### src/include/fps_pkg.sv
// package for the fetch pipeline sequencer: phases, vectors, sizes
// assumes a single clock domain and a program memory with one-phase read latency
package fps_pkg;

    // ------------------------------------------------------------
    // sizes
    // ------------------------------------------------------------
    localparam int PC_W        = 13;
    localparam int INSTR_W     = 14;
    localparam int MEM_WORDS_DEF = 8192;

    // ------------------------------------------------------------
    // vectors and reset values
    // ------------------------------------------------------------
    localparam logic [PC_W-1:0]    RESET_VECTOR = 13'h0000;
    localparam logic [PC_W-1:0]    INT_VECTOR   = 13'h0004;
    localparam logic [INSTR_W-1:0] NOP_WORD     = 14'h0000;
    localparam logic [1:0]         PHASE_RESET  = 2'h3;

    // ------------------------------------------------------------
    // phase encoding (divide by four)
    // ------------------------------------------------------------
    typedef enum logic [1:0] {
        FPS_PHASE_ONE,
        FPS_PHASE_TWO,
        FPS_PHASE_THREE,
        FPS_PHASE_FOUR
    } fps_phase_t;

    typedef struct packed {
        logic phase_one;
        logic phase_two;
        logic phase_three;
        logic phase_four;
    } fps_phases_t;

    // execution strobes toward the datapath
    typedef struct packed {
        logic                data_read;
        logic                data_write;
        logic                exec_valid;
        logic [INSTR_W-1:0]  instr;
    } fps_exec_t;

endpackage
### src/hdl/fps_sequencer.sv
// fetch and execute sequencer: four-phase clocking, program counter, pipeline flush
// assumes the datapath reports a branch target during phase_four of the execution cycle
//
// Contract
// - input clock divided into four phases
// - program counter increments in phase one
// - fetched word captured at phase four
// - decode and execute over phases two-four
// - data read phase two, write phase four
// - fetch overlaps execute, one per cycle
// - branches take two cycles, flush fetched
// - program counter is thirteen bits wide
// - memory size 1K, 2K, 4K or 8K
// - addresses above implemented top wrap around
// - reset starts execution at address zero
// - interrupt transfers control to address four
`timescale 1ns/100ps

module fps_sequencer
    import fps_pkg::*;
#(
    parameter int MEM_WORDS = MEM_WORDS_DEF
)
(
    input  wire logic                mclk_in,
    input  wire logic                arst_n_in,
    input  wire logic [INSTR_W-1:0]  prog_data_in,
    input  wire logic                branch_in,
    input  wire logic [PC_W-1:0]     branch_target_in,
    input  wire logic                int_req_in,
    output logic [PC_W-1:0]          prog_addr_out,
    output fps_phases_t              phases_out,
    output fps_exec_t                exec_out,
    output logic [PC_W-1:0]          pc_out
);

    localparam int ADDR_BITS = $clog2(MEM_WORDS);

    // ------------------------------------------------------------
    // parameter check
    // ------------------------------------------------------------
    if ((1 << ADDR_BITS) != MEM_WORDS || MEM_WORDS < 1024 || MEM_WORDS > 8192)
    begin : g_bad_size
        $error("MEM_WORDS must be 1024, 2048, 4096 or 8192");
    end

    // wraparound: upper bits are dropped above the implemented top
    function automatic logic [PC_W-1:0] wrap_addr(input logic [PC_W-1:0] a);
        logic [PC_W-1:0] m;
        m = PC_W'(MEM_WORDS - 1);
        return a & m;
    endfunction

    // ------------------------------------------------------------
    // phase divider
    // ------------------------------------------------------------
    fps_phase_t phase;

    always_ff @(posedge mclk_in or negedge arst_n_in)
    begin
        if (!arst_n_in)
            phase <= FPS_PHASE_FOUR;
        else
            phase <= fps_phase_t'(phase + 2'h1);
    end

    always_comb
    begin
        phases_out.phase_one   = (phase == FPS_PHASE_ONE);
        phases_out.phase_two   = (phase == FPS_PHASE_TWO);
        phases_out.phase_three = (phase == FPS_PHASE_THREE);
        phases_out.phase_four  = (phase == FPS_PHASE_FOUR);
    end

    // ------------------------------------------------------------
    // program counter
    // ------------------------------------------------------------
    logic [PC_W-1:0] pc;
    logic [PC_W-1:0] next_pc;
    logic            redirect;
    logic            exec_valid;
    logic            int_pend;

    // branch/interrupt decided at phase four so the new fetch starts next phase one
    assign redirect = (phase == FPS_PHASE_FOUR) && ((exec_valid && branch_in) || int_pend);

    always_comb
    begin
        // a pending interrupt wins over a branch taken in the same cycle
        next_pc = pc;
        if (redirect)
            next_pc = int_pend ? INT_VECTOR : wrap_addr(branch_target_in);
        else if (phase == FPS_PHASE_ONE)
            next_pc = wrap_addr(pc + 13'h0001);
    end

    always_ff @(posedge mclk_in or negedge arst_n_in)
    begin
        if (!arst_n_in)
            pc <= RESET_VECTOR;
        else
            pc <= next_pc;
    end

    // fetch address is the pc before its phase-one increment, held through phase four;
    // taking next_pc here would skip the word at the reset vector and at every target
    always_ff @(posedge mclk_in or negedge arst_n_in)
    begin
        if (!arst_n_in)
            prog_addr_out <= RESET_VECTOR;
        else if (phase == FPS_PHASE_ONE)
            prog_addr_out <= pc;
    end

    assign pc_out = pc;

    // interrupt request held until the next phase four boundary
    // a request still high at the taking edge stays pending and is taken again
    always_ff @(posedge mclk_in or negedge arst_n_in)
    begin
        if (!arst_n_in)
            int_pend <= 1'b0;
        else if (int_req_in)
            int_pend <= 1'b1;
        else if (phase == FPS_PHASE_FOUR)
            int_pend <= 1'b0;
    end

    // ------------------------------------------------------------
    // instruction register and pipeline valid
    // ------------------------------------------------------------
    logic [INSTR_W-1:0] instr;
    logic               fetch_valid;

    // fetch_valid marks the word being fetched this cycle as usable
    always_ff @(posedge mclk_in or negedge arst_n_in)
    begin
        if (!arst_n_in)
        begin
            instr       <= NOP_WORD;
            exec_valid  <= 1'b0;
            fetch_valid <= 1'b0;
        end
        else if (phase == FPS_PHASE_FOUR)
        begin
            instr       <= prog_data_in;
            exec_valid  <= fetch_valid && !redirect;
            fetch_valid <= 1'b1;
        end
    end

    always_comb
    begin
        exec_out.instr      = instr;
        exec_out.exec_valid = exec_valid && (phase != FPS_PHASE_ONE);
        exec_out.data_read  = exec_valid && (phase == FPS_PHASE_TWO);
        exec_out.data_write = exec_valid && (phase == FPS_PHASE_FOUR);
    end

    // ------------------------------------------------------------
    // assertions
    // ------------------------------------------------------------
    property p_phase_cycle;
        @(posedge mclk_in) disable iff (!arst_n_in)
        phases_out.phase_one |=> phases_out.phase_two ##1 phases_out.phase_three ##1 phases_out.phase_four
            ##1 phases_out.phase_one;
    endproperty
    a_phase_cycle: assert property (p_phase_cycle) else $error("phase order broken");

    property p_pc_inc;
        @(posedge mclk_in) disable iff (!arst_n_in)
        phases_out.phase_one |=> pc == wrap_addr($past(pc) + 13'h0001);
    endproperty
    a_pc_inc: assert property (p_pc_inc) else $error("pc did not increment in phase one");

    property p_ir_capture;
        @(posedge mclk_in) disable iff (!arst_n_in)
        phases_out.phase_four |=> instr == $past(prog_data_in);
    endproperty
    a_ir_capture: assert property (p_ir_capture) else $error("instruction not captured");

    property p_exec_phases;
        @(posedge mclk_in) disable iff (!arst_n_in)
        exec_out.data_read |-> exec_out.exec_valid ##1 exec_out.exec_valid
            ##1 (exec_out.exec_valid && exec_out.data_write) ##1 !exec_out.exec_valid;
    endproperty
    a_exec_phases: assert property (p_exec_phases) else $error("execute in phase one");

    property p_data_rw;
        @(posedge mclk_in) disable iff (!arst_n_in)
        exec_out.data_read |=> ##1 exec_out.data_write;
    endproperty
    a_data_rw: assert property (p_data_rw) else $error("write did not follow read");

    property p_flush;
        @(posedge mclk_in) disable iff (!arst_n_in)
        redirect |=> !exec_valid [*4];
    endproperty
    a_flush: assert property (p_flush) else $error("fetched word not flushed");

    property p_wrap;
        @(posedge mclk_in) disable iff (!arst_n_in)
        ((pc | prog_addr_out) & ~PC_W'(MEM_WORDS - 1)) == '0;
    endproperty
    a_wrap: assert property (p_wrap) else $error("pc beyond implemented memory");

    property p_int_vector;
        @(posedge mclk_in) disable iff (!arst_n_in)
        (redirect && int_pend) |=> pc == INT_VECTOR;
    endproperty
    a_int_vector: assert property (p_int_vector) else $error("interrupt vector wrong");

    property p_stream;
        @(posedge mclk_in) disable iff (!arst_n_in)
        (phases_out.phase_four && fetch_valid && !redirect) |=> exec_valid;
    endproperty
    a_stream: assert property (p_stream) else $error("pipeline bubble without branch");

endmodule

### config.mk
export PLATFORM = sky130hd
export DESIGN_NAME = fps_sequencer
export DESIGN_NICKNAME = d
export VERILOG_FILES = /design/src/include/fps_pkg.sv /design/src/hdl/fps_sequencer.sv
export SDC_FILE = /design/constraint.sdc
export NUM_CORES = 1
export LEC_CHECK = 0
export CAP_MARGIN = 20
export CORE_MARGIN = 2
export CORE_UTILIZATION = 53
export DETAILED_ROUTE_END_ITERATION = 12
export DONT_BUFFER_PORTS = 1
export HOLD_SLACK_MARGIN = 0.02
export PLACE_DENSITY = 0.66
export SYNTH_ARGS = -nofsm -noshare
export SYNTH_HDL_FRONTEND = slang
export SYNTH_SLANG_ARGS = --single-unit
### constraint.sdc
create_clock -name mclk_in -period 5.2 [get_ports mclk_in]
set_input_delay 0.78 -clock mclk_in [delete_from_list [all_inputs] [get_ports mclk_in]]
set_output_delay 0.78 -clock mclk_in [all_outputs]
set_load 0.1 [all_outputs]
==> reports/metrics.csv, run 1 <==
metric,value,unit
status,completed,
fmax,283,MHz
crit_type,reg2out,
gp_congestion,0.803,
numCtsBuffers,5,
drtIter0Drc,139,
slew_headroom,23.3,%
final_util,59.3,%
seq_area_frac_synth,53.9,%
n_antenna_cell,0,
cts_tree,built,
hpwl,3.13,mm
avgViaCountPerCell,6.04,
cts_hold_buffers,0,
cts_root_buf,clkbuf_8,
clkTransAtPathRegs,0.08,ns
drv_slew,0,
layout-drive-gt1-share,22.9,%
clk_latency,0.30,ns
crit_family,simple AND/OR/NAND/NOR gates,
first_pass_iters,4,
rows,22,
grt_usage,21.5,%
grt_overflow_total,0,
grt_pass1_vias,1481,
yosysTopAreaCell,dfrtp_1,
syn_inst,187,
timing_worst_slew_pin_value,1.15,ns
avgRoutedWirePerCell,18.3,microns
drc,0,
period_minus_slack,3.53,ns
power_density,284,nW/um^2
post_cts_resized,0,
path_cells,ha_2 -> inv_1 -> nor2_2,
die_area,4470,sq um
hold_path_class,in2async,
finalHoldViolCount,0,
worstPathRequired,4.42,ns
max-cap-violations,0,
ir_drop,166,uV
finalSetupViolCount,0,
fin_skew,0.00608,ns
cp_slowest_cell,nor2_2,
die_h,66.9,microns
nFillCells,345,
h-tree-depth,2,
fin_total_pwr,631,uW
coreArea,3740,sq um
finalNetCount,223,
area_growth,5.91,%
yosys-top-cells-area,"dfrtp_1, mux2_2, nand2_1",
io_buffers,0,
grt_pass1_wl,7.03,mm
routed_wl,4.32,mm
start_util,56.0,%
fin_setup_tns,0,ns
synth_top_area_share,51.3,%
num_io_pins,78,
grt_max_degree,46,
clkSinkCount,45,
timing.critical_path.buf_inv,1,
cp-end-kind,output pin,
synth_area,2100,sq um
yosysUniqueCellTypes,39,
slowest_delay,0.87,ns
cp_max_fo,23,
avgSynthCellArea,11.2,sq um
yosys_register_bits,45,
die_w,66.9,microns
cts_buffer_depth,2,
rsz0062_at_grt,no,
synth.net_count,223,
synth-warning-count,0,
p_leak,0.000923,uW
vias,1425,
postRouteAntennaNets,0,
fin_crit_sh,67.8,%
antenna_found_initial,0,
cp-start-kind,flop,
worstPathArrival,2.75,ns
cts_setup_buffers,0,
path summary, 6_finish.rpt:
check                                  from  slack (ns)            to  cells after the start
min in group mclk_in            fetch_valid        0.47   fetch_valid                      1
worst max register to register     phase[0]        2.27    pc_out[12]                      5
max in group asynchronous         arst_n_in        4.85      phase[1]                      0
worst min-delay path              arst_n_in        0.17      instr[5]                      0
worst max-delay path               phase[0]        1.67  exec_out[15]                      3
worst min register to register  fetch_valid        0.47   fetch_valid                      1
stage by stage:
step,hold slack [ns],instance area [sq um],cells,setup slack (ns)
floorplan,0.438,2100,187,1.51
global placement,0.455,2140,228,2.03
detailed placement,0.456,2140,228,1.97
CTS,0.164,2220,236,1.64
global route,0.151,2220,236,1.52
finish,0.168,2220,236,1.67
routing by layer:
layer  track usage, %  wire [microns]  up-vias
met1             24.7            1730      683
met4             9.44              93        0
met5                0               0        -
met2             35.4            2040       66
li1                 -               -      666
met3             8.45             463       10
report_power, final:
group / switching, uW / internal (uW)
sequential: 57.9 / 356
combinational: 7.02 / 6.59
clock: 111 / 93.1
flip-flops by register name, summed over array words and instances, names as in the netlist:
register / count
fetch_valid: 1
instr: 14
phase: 2
int_pend: 1
pc_out: 13
exec_valid: 1
prog_addr_out: 13
worst register-to-register path, stage by stage (launching register included):
cell      delay, ns
dfstp_2        0.56
ha_2           0.82
and4b_1        0.76
a21oi_1        0.16
mux2_2         0.29
a311oi_1       0.25
Yosys cell counts:
master     instances
and2_1             1
mux2_2            23
nor4_1             1
inv_1             11
or2_2              2
dfstp_2            2
nor2_1             7
nand3_1            5
nand4_4            1
or3_1              1
o41ai_1            1
o31ai_1            2
and4b_1            1
and4_1             1
ha_1               5
a22o_1             2
a221oi_1           2
nand3b_1           1
a22oi_1            1
a311oi_1           1
clkbuf_1           2
o2bb2ai_1          1
o21ai_1            1
nand2_1           21
buf_2              5
o2bb2a_1           3
a21oi_2            1
a2bb2oi_2          1
dfrtp_1           43
nand4_1            3
a21o_1             3
a21oi_1           14
nor2b_1            1
o21ai_0           12
o211a_1            1
a2bb2oi_1          1
xor2_1             1
or4_4              1
buf_1              1
layout by cell type (no fill, tap or decap), types with 2 or more instances in the layout:
master	instances
dfrtp_1	43
mux2_2	23
nand2_1	21
a21oi_1	14
o21ai_0	12
inv_1	11
nand3_1	5
nor2_1	5
clkbuf_8	5
a21o_1	3
nand4_1	3
o2bb2a_1	3
ha_1	3
nor2_2	2
or2_2	2
o31ai_1	2
a221oi_1	2
a22o_1	2
ha_2	2
clkinv_2	2
dfstp_2	2
logic make-up (layout without fill, tap and decap cells):
| group | after synthesis | count (layout) | share of synthesized area, % |
|---|---|---|---|
| mux | 23 | 23 | 12.4 |
| buf+inv | 19 | 20 | 3.70 |
| simple gates | 47 | 47 | 11.7 |
| compound gates | 47 | 47 | 15.0 |
| flops | 45 | 45 | 53.9 |
| xor+xnor | 1 | 1 | 0.418 |
| fa+ha+maj | 5 | 5 | 2.99 |
area by class of cell:
cell class	count	area, sq um	share of cell area [%]
Inverter	11	41.3	1.86
Clock buffer	6	72.6	3.27
Clock inverter	2	10.0	0.451
Timing Repair Buffer	1	7.51	0.338
Sequential cell	45	1130	50.8
Multi-Input combinational cell	123	900	40.5
Tap cell	48	60.1	2.71
(Power assumes the default switching activity.)
==> run 2, diff against run 1 <==
- ABC_AREA: unset -> 1
- clock period: 5.2 -> 3.4 ns (I/O delays scaled with it)
==> run 2 against run 1 <==
  * Worst hold slack worse by 0.13 ns
  * Final cell count is 43% higher
  * Power is 79% higher
  * Synthesized area is 4.7% higher
  * Global-route usage is 0.16 points higher
  * Non-clock buffer count is 15 higher
  * Critical path type unchanged
==> reports/metrics.csv, run 2 <==
metric,value,unit,change
yosys.area_share.xor_xnor,0,%,was 0.418%
vias,1758,,was 1425
synth_ff_type,dfrtp_1,,unchanged
cts_setup_buffers,0,,unchanged
ir_drop,213,uV,was 166 uV
clkSinkCount,45,,unchanged
grt_pass1_wl,7.46,mm,was 7.03 mm
finalSetupViolCount,0,,unchanged
first_pass_iters,4,,unchanged
muxShareOfSynthArea,0,%,was 12.4%
crit_type,reg2out,,unchanged
yosys_register_bits,45,,unchanged
die_w,68.4,microns,was 66.9 microns
synth_top_area_share,49.0,%,was 51.3%
synth-simple-area-share,31.3,%,was 11.7%
cts_tree,built,,unchanged
cp_max_fo,14,,was 23
worstPathRequired,2.89,ns,was 4.42 ns
avgViaCountPerCell,5.22,,was 6.04
worstPathArrival,1.79,ns,was 2.75 ns
die_h,68.4,microns,was 66.9 microns
fin_area,2450,sq um,was 2220 sq um
final_common_cell,nand2_1,,was dfrtp_1
fin_setup_tns,0,ns,unchanged
fmax,434,MHz,
yosysMostFrequentCell,nand2_1,,was dfrtp_1
grt_usage,21.7,%,was 21.5%
num_io_pins,78,,unchanged
synthTopCellsByCount,"nand2_1, dfrtp_1, inv_1",,"was dfrtp_1, mux2_2, nand2_1"
synth-warning-count,0,,unchanged
fin_skew,0.00926,ns,was 0.00608 ns
syn_inst,272,,was 187
cts_buffer_depth,2,,unchanged
post_cts_resized,0,,unchanged
fin_crit_sh,67.7,%,
max_flop_register,instr,,unchanged
hpwl,3.35,mm,was 3.13 mm
largest_register_ffs,14,,unchanged
start_util,54.9,%,was 56.0%
routed_wl,4.67,mm,was 4.32 mm
yosysTopAreaCell,dfrtp_1,,unchanged
grt_pass1_vias,1674,,was 1481
area_growth,11.5,%,was 5.91%
rows,23,,was 22
die_area,4670,sq um,was 4470 sq um
cts_root_buf,clkbuf_8,,unchanged
slew_headroom,30.2,%,was 23.3%
clk_latency,0.30,ns,about the same
power_density,462,nW/um^2,was 284 nW/um^2
avgSynthCellArea,8.07,sq um,was 11.2 sq um
numCtsBuffers,5,,unchanged
drc,0,,unchanged
timing_worst_slew_pin_value,1.05,ns,was 1.15 ns
n_antenna_cell,0,,unchanged
final_util,61.2,%,was 59.3%
p_leak,0.00123,uW,was 0.000923 uW
hold_path_class,in2async,,unchanged
drtIter0Drc,140,,was 139
period_minus_slack,2.30,ns,
grt_max_degree,44,,was 46
synth_top_family_by_area,simple AND/OR/NAND/NOR gates,,was compound AO/OA/AOI/OAI gates
layout-drive-gt1-share,14.3,%,was 22.9%
cp-start-kind,flop,,unchanged
final_cell_mix,"nand2_1, dfrtp_1, inv_1",,"was dfrtp_1, mux2_2, nand2_1"
coreArea,4000,sq um,was 3740 sq um
synth_compound_area_share,7.75,%,was 15.0%
rsz0062_at_grt,no,,unchanged
cts_hold_buffers,1,,was 0
finalNetCount,322,,was 223
synth_edf_count,0,,unchanged
antenna_found_initial,0,,unchanged
nFillCells,378,,was 345
io_buffers,0,,unchanged
postRouteAntennaNets,0,,unchanged
synthAdderAreaFrac,2.85,%,was 2.99%
synth_area,2190,sq um,was 2100 sq um
clkTransAtPathRegs,0.08,ns,about the same
status,completed,,unchanged
avgRoutedWirePerCell,13.9,microns,was 18.3 microns
yosysUniqueCellTypes,29,,was 39
h-tree-depth,2,,unchanged
finalHoldViolCount,0,,unchanged
seq_area_frac_synth,51.4,%,was 53.9%
max-cap-violations,0,,unchanged
synth.net_count,308,,was 223
cp-end-kind,output pin,,unchanged
drv_slew,0,,unchanged
yosys-top-cells-area,"dfrtp_1, nand2_1, nand3_1",,"was dfrtp_1, mux2_2, nand2_1"
gp_congestion,0.867,,was 0.803
synthArstFlopShare,100,%,unchanged
grt_overflow_total,0,,unchanged
placed_area,2310,sq um,was 2140 sq um
[run 2: cell count changes after synthesis, moves of 3 or more]
| cell | previous run | this run |
|---|---|---|
| mux2_2 | 23 | 0 |
| o2bb2a_1 | 3 | 0 |
| a21oi_1 | 14 | 2 |
| nand2_2 | 0 | 3 |
| nand2_1 | 21 | 115 |
| nor2_1 | 7 | 18 |
| nand3_1 | 5 | 17 |
| inv_1 | 11 | 21 |
| buf_6 | 0 | 3 |
| a21oi_2 | 1 | 4 |
[run 2: cell families after synthesis]
logic type | Yosys count
compound gates | 27
fa+ha+maj | 5
buf+inv | 31
flops | 45
simple gates | 164
[run 2: final timing paths]
path / from / end / slack (ns) / depth (start not counted)
setup / recovery: phase[0] / exec_out[14] / 1.10 / 4
hold / removal: arst_n_in / prog_addr_out[0] / 0.04 / 1
setup reg to reg: phase[0] / pc_out[1] / 1.22 / 6
hold reg to reg: fetch_valid / fetch_valid / 0.48 / 1
max in group asynchronous: arst_n_in / int_pend / 3.14 / 1
min in group mclk_in: int_req_in / int_pend / 0.33 / 1
[run 2: area by class of cell]
cell class              count  area (sq um)  share of cell area [%]
repair buffers             16           133                    5.42
multi-input cells         196           925                    37.8
flip-flops and latches     45          1130                    46.1
inverters                  22          82.6                    3.37
clock inverters             1          30.0                    1.23
well taps                  50          62.6                    2.56
clock buffers               7          86.3                    3.53
[run 2: layer usage]
metal	track usage [%]	part of all wire (%)	wire, microns	up-vias
met2	35.3	47	2200	65
met3	8.39	9.0	421	6
met4	6.25	1.2	57	0
met5	0	0	0	-
met1	26.7	43	1990	802
li1	-	-	-	885
[run 2: worst max-delay path, cell delays in order, from the launching register on]
cell and delay [ns]:
dfstp_2 0.56, inv_1 0.08, ha_1 0.39, nor2_2 0.17, buf_4 0.29
[run 2: power breakdown]
group          total [uW]  internal, uW  switching [uW]
logic                63.4          16.2            47.2
clock network         413           240             173
registers             654           548             106
total                1130           804             327
[run 2: through the flow]
step | worst slack (ns) | total power, uW | instances | hold slack [ns]
after global routing | 0.980 | 1170 | 337 | 0.0236
after CTS | 1.09 | 1140 | 337 | 0.0364
after detailed placement | 1.24 | 717 | 328 | 0.216
after global placement | 1.33 | 716 | 328 | 0.216
final | 1.10 | 1130 | 337 | 0.0412
after floorplan | 0.105 | 705 | 272 | 0.214
==> run 3, diff against run 2 <==
- PLACE_DENSITY: 0.66 -> 0.69
- clock period: 3.4 -> 2 ns (I/O delays scaled with it)
==> run 3 against run 2 <==
  * Setup slack worse by 0.98 ns
  * Worst hold slack better by 0.077 ns
  * Sequential share of layout area is 5.2 points lower
  * Clock power is 46% higher
  * Power is 65% higher
  * Critical path depth stayed put
  * Critical endpoint is now exec_out[15]
==> reports/metrics.csv, run 3 (synthesis results as in run 2) <==
metric,value,unit,change
status,completed,,unchanged
gp_congestion,0.875,,was 0.867
finalNetCount,357,,was 322
combPwrFrac,16.8,%,was 5.6%
routed_wl,4.76,mm,was 4.67 mm
rsz0062_at_grt,no,,unchanged
final_cell_mix,"nand2_1, buf_4, dfrtp_1",,"was nand2_1, dfrtp_1, inv_1"
power_density,676,nW/um^2,was 462 nW/um^2
slew_headroom,72.8,%,was 30.2%
h-tree-depth,2,,unchanged
die_area,4670,sq um,unchanged
hpwl,3.49,mm,was 3.35 mm
die_w,68.4,microns,unchanged
p_clk_share,32.4,%,was 36.5%
drv_slew,0,,unchanged
cp_max_fo,22,,was 14
largest_register_ffs,14,,unchanged
io_buffers,0,,unchanged
switchingPower,561,uW,was 327 uW
power.internal,1310,uW,was 804 uW
cts_tree,built,,unchanged
cp-end-kind,output pin,,unchanged
vias,1864,,was 1758
avgViaCountPerCell,5.01,,was 5.22
start_util,54.9,%,unchanged
fin_skew,0.00884,ns,was 0.00926 ns
rows,23,,unchanged
hold_path_class,in2reg,,was in2async
coreArea,4000,sq um,unchanged
period_minus_slack,1.89,ns,
numCtsBuffers,5,,unchanged
cp-start-kind,flop,,unchanged
cts_buffer_depth,2,,unchanged
grt_pass1_wl,7.69,mm,was 7.46 mm
dp_cells,362,,was 328
final_cells,372,,was 337
antenna_found_initial,0,,unchanged
finalHoldViolCount,0,,unchanged
grt_overflow_total,0,,unchanged
clkTransAtPathRegs,0.07,ns,was 0.08 ns
timing_worst_slew_pin_value,0.407,ns,was 1.05 ns
crit_type,reg2out,,unchanged
seqPwrFrac,50.8,%,was 57.9%
first_pass_iters,4,,unchanged
grt_pass1_vias,1750,,was 1674
num_io_pins,78,,unchanged
clk_latency,0.30,ns,about the same
layout-drive-gt1-share,25.2,%,was 14.3%
final_common_cell,nand2_1,,unchanged
n_antenna_cell,0,,unchanged
max_flop_register,instr,,unchanged
postRouteAntennaNets,0,,unchanged
area_growth,25.9,%,was 11.5%
grt_max_degree,46,,was 44
worstPathRequired,1.70,ns,was 2.89 ns
fmax,530,MHz,
cts_root_buf,clkbuf_8,,unchanged
finalSetupViolCount,0,,unchanged
die_h,68.4,microns,unchanged
worstPathArrival,1.59,ns,was 1.79 ns
drc,0,,unchanged
max-cap-violations,0,,unchanged
dpl_worst_slack,0.224,ns,was 1.24 ns
timing.final.ws_setup,0.113,ns,was 1.10 ns
avgRoutedWirePerCell,12.8,microns,was 13.9 microns
ir_drop,481,uV,was 213 uV
fin_crit_sh,94.3,%,
clkSinkCount,45,,unchanged
drtIter0Drc,189,,was 140
hold_ws,0.118,ns,was 0.0412 ns
p_leak,0.00140,uW,was 0.00123 uW
grt_usage,23.0,%,was 21.7%
switching_share,30.0,%,was 28.9%
[run 3: final timing paths]
path / to / slack [ns] / start / depth (start not counted)
max: exec_out[15] / 0.11 / phase[0] / 4
min: int_pend / 0.12 / int_req_in / 1
max reg2reg: pc_out[10] / 0.20 / phase[0] / 9
min reg2reg: fetch_valid / 0.47 / fetch_valid / 1
max in group asynchronous: phase[0] / 1.21 / arst_n_in / 2
min in group asynchronous: pc_out[7] / 0.51 / arst_n_in / 2
[run 3: what timing repair did]
item | in CTS | in global routing
hold buffers | 2 | 0
gates resized for setup | 0 | 1
endpoints found under the hold margin | 45 | 0
endpoints found under the setup margin | 0 | 1
setup buffers | 0 | 0
[run 3: critical path, cell delays in order (launching register included)]
cell	delay (ns)
dfstp_2	0.58
ha_4	0.28
nand2_1	0.13
inv_4	0.08
buf_6	0.22
[run 3: through the flow]
step | utilization, % | total power, uW | area (sq um) | setup TNS (ns)
after global placement | 65.5 | 1250 | 2620 | 0
final | 69.1 | 1870 | 2760 | 0
after detailed placement | 65.5 | 1260 | 2620 | 0
after global routing | 69.1 | 1950 | 2760 | 0
after CTS | 69.0 | 1890 | 2760 | 0
after floorplan | - | 1200 | 2230 | -0.0501
[run 3: metal layers]
metal / share of wire, % / vias up / global-route usage (%)
met5: 0 / - / 0
met4: 1.1 / 0 / 8.00
met3: 8.5 / 5 / 10.2
met2: 50 / 66 / 39.0
met1: 40 / 842 / 25.5
li1: - / 951 / -
[run 3: layout make-up]
class	instances	area [sq um]
Clock buffer	7	96.3
Tap cell	50	62.6
Timing Repair Buffer	51	434
Clock inverter	1	5.00
Sequential cell	45	1130
Inverter	22	88.8
Fill cell	337	1240
Multi-Input combinational cell	196	945
[run 3: power groups by stage]
stage / sequential (uW) / combinational (uW) / clock (uW)
floorplan: 1150 / 44.8 / 0
global route: 953 / 331 / 670
detailed placement: 967 / 290 / 0
finish: 949 / 314 / 605
CTS: 949 / 317 / 621
global placement: 966 / 288 / 0
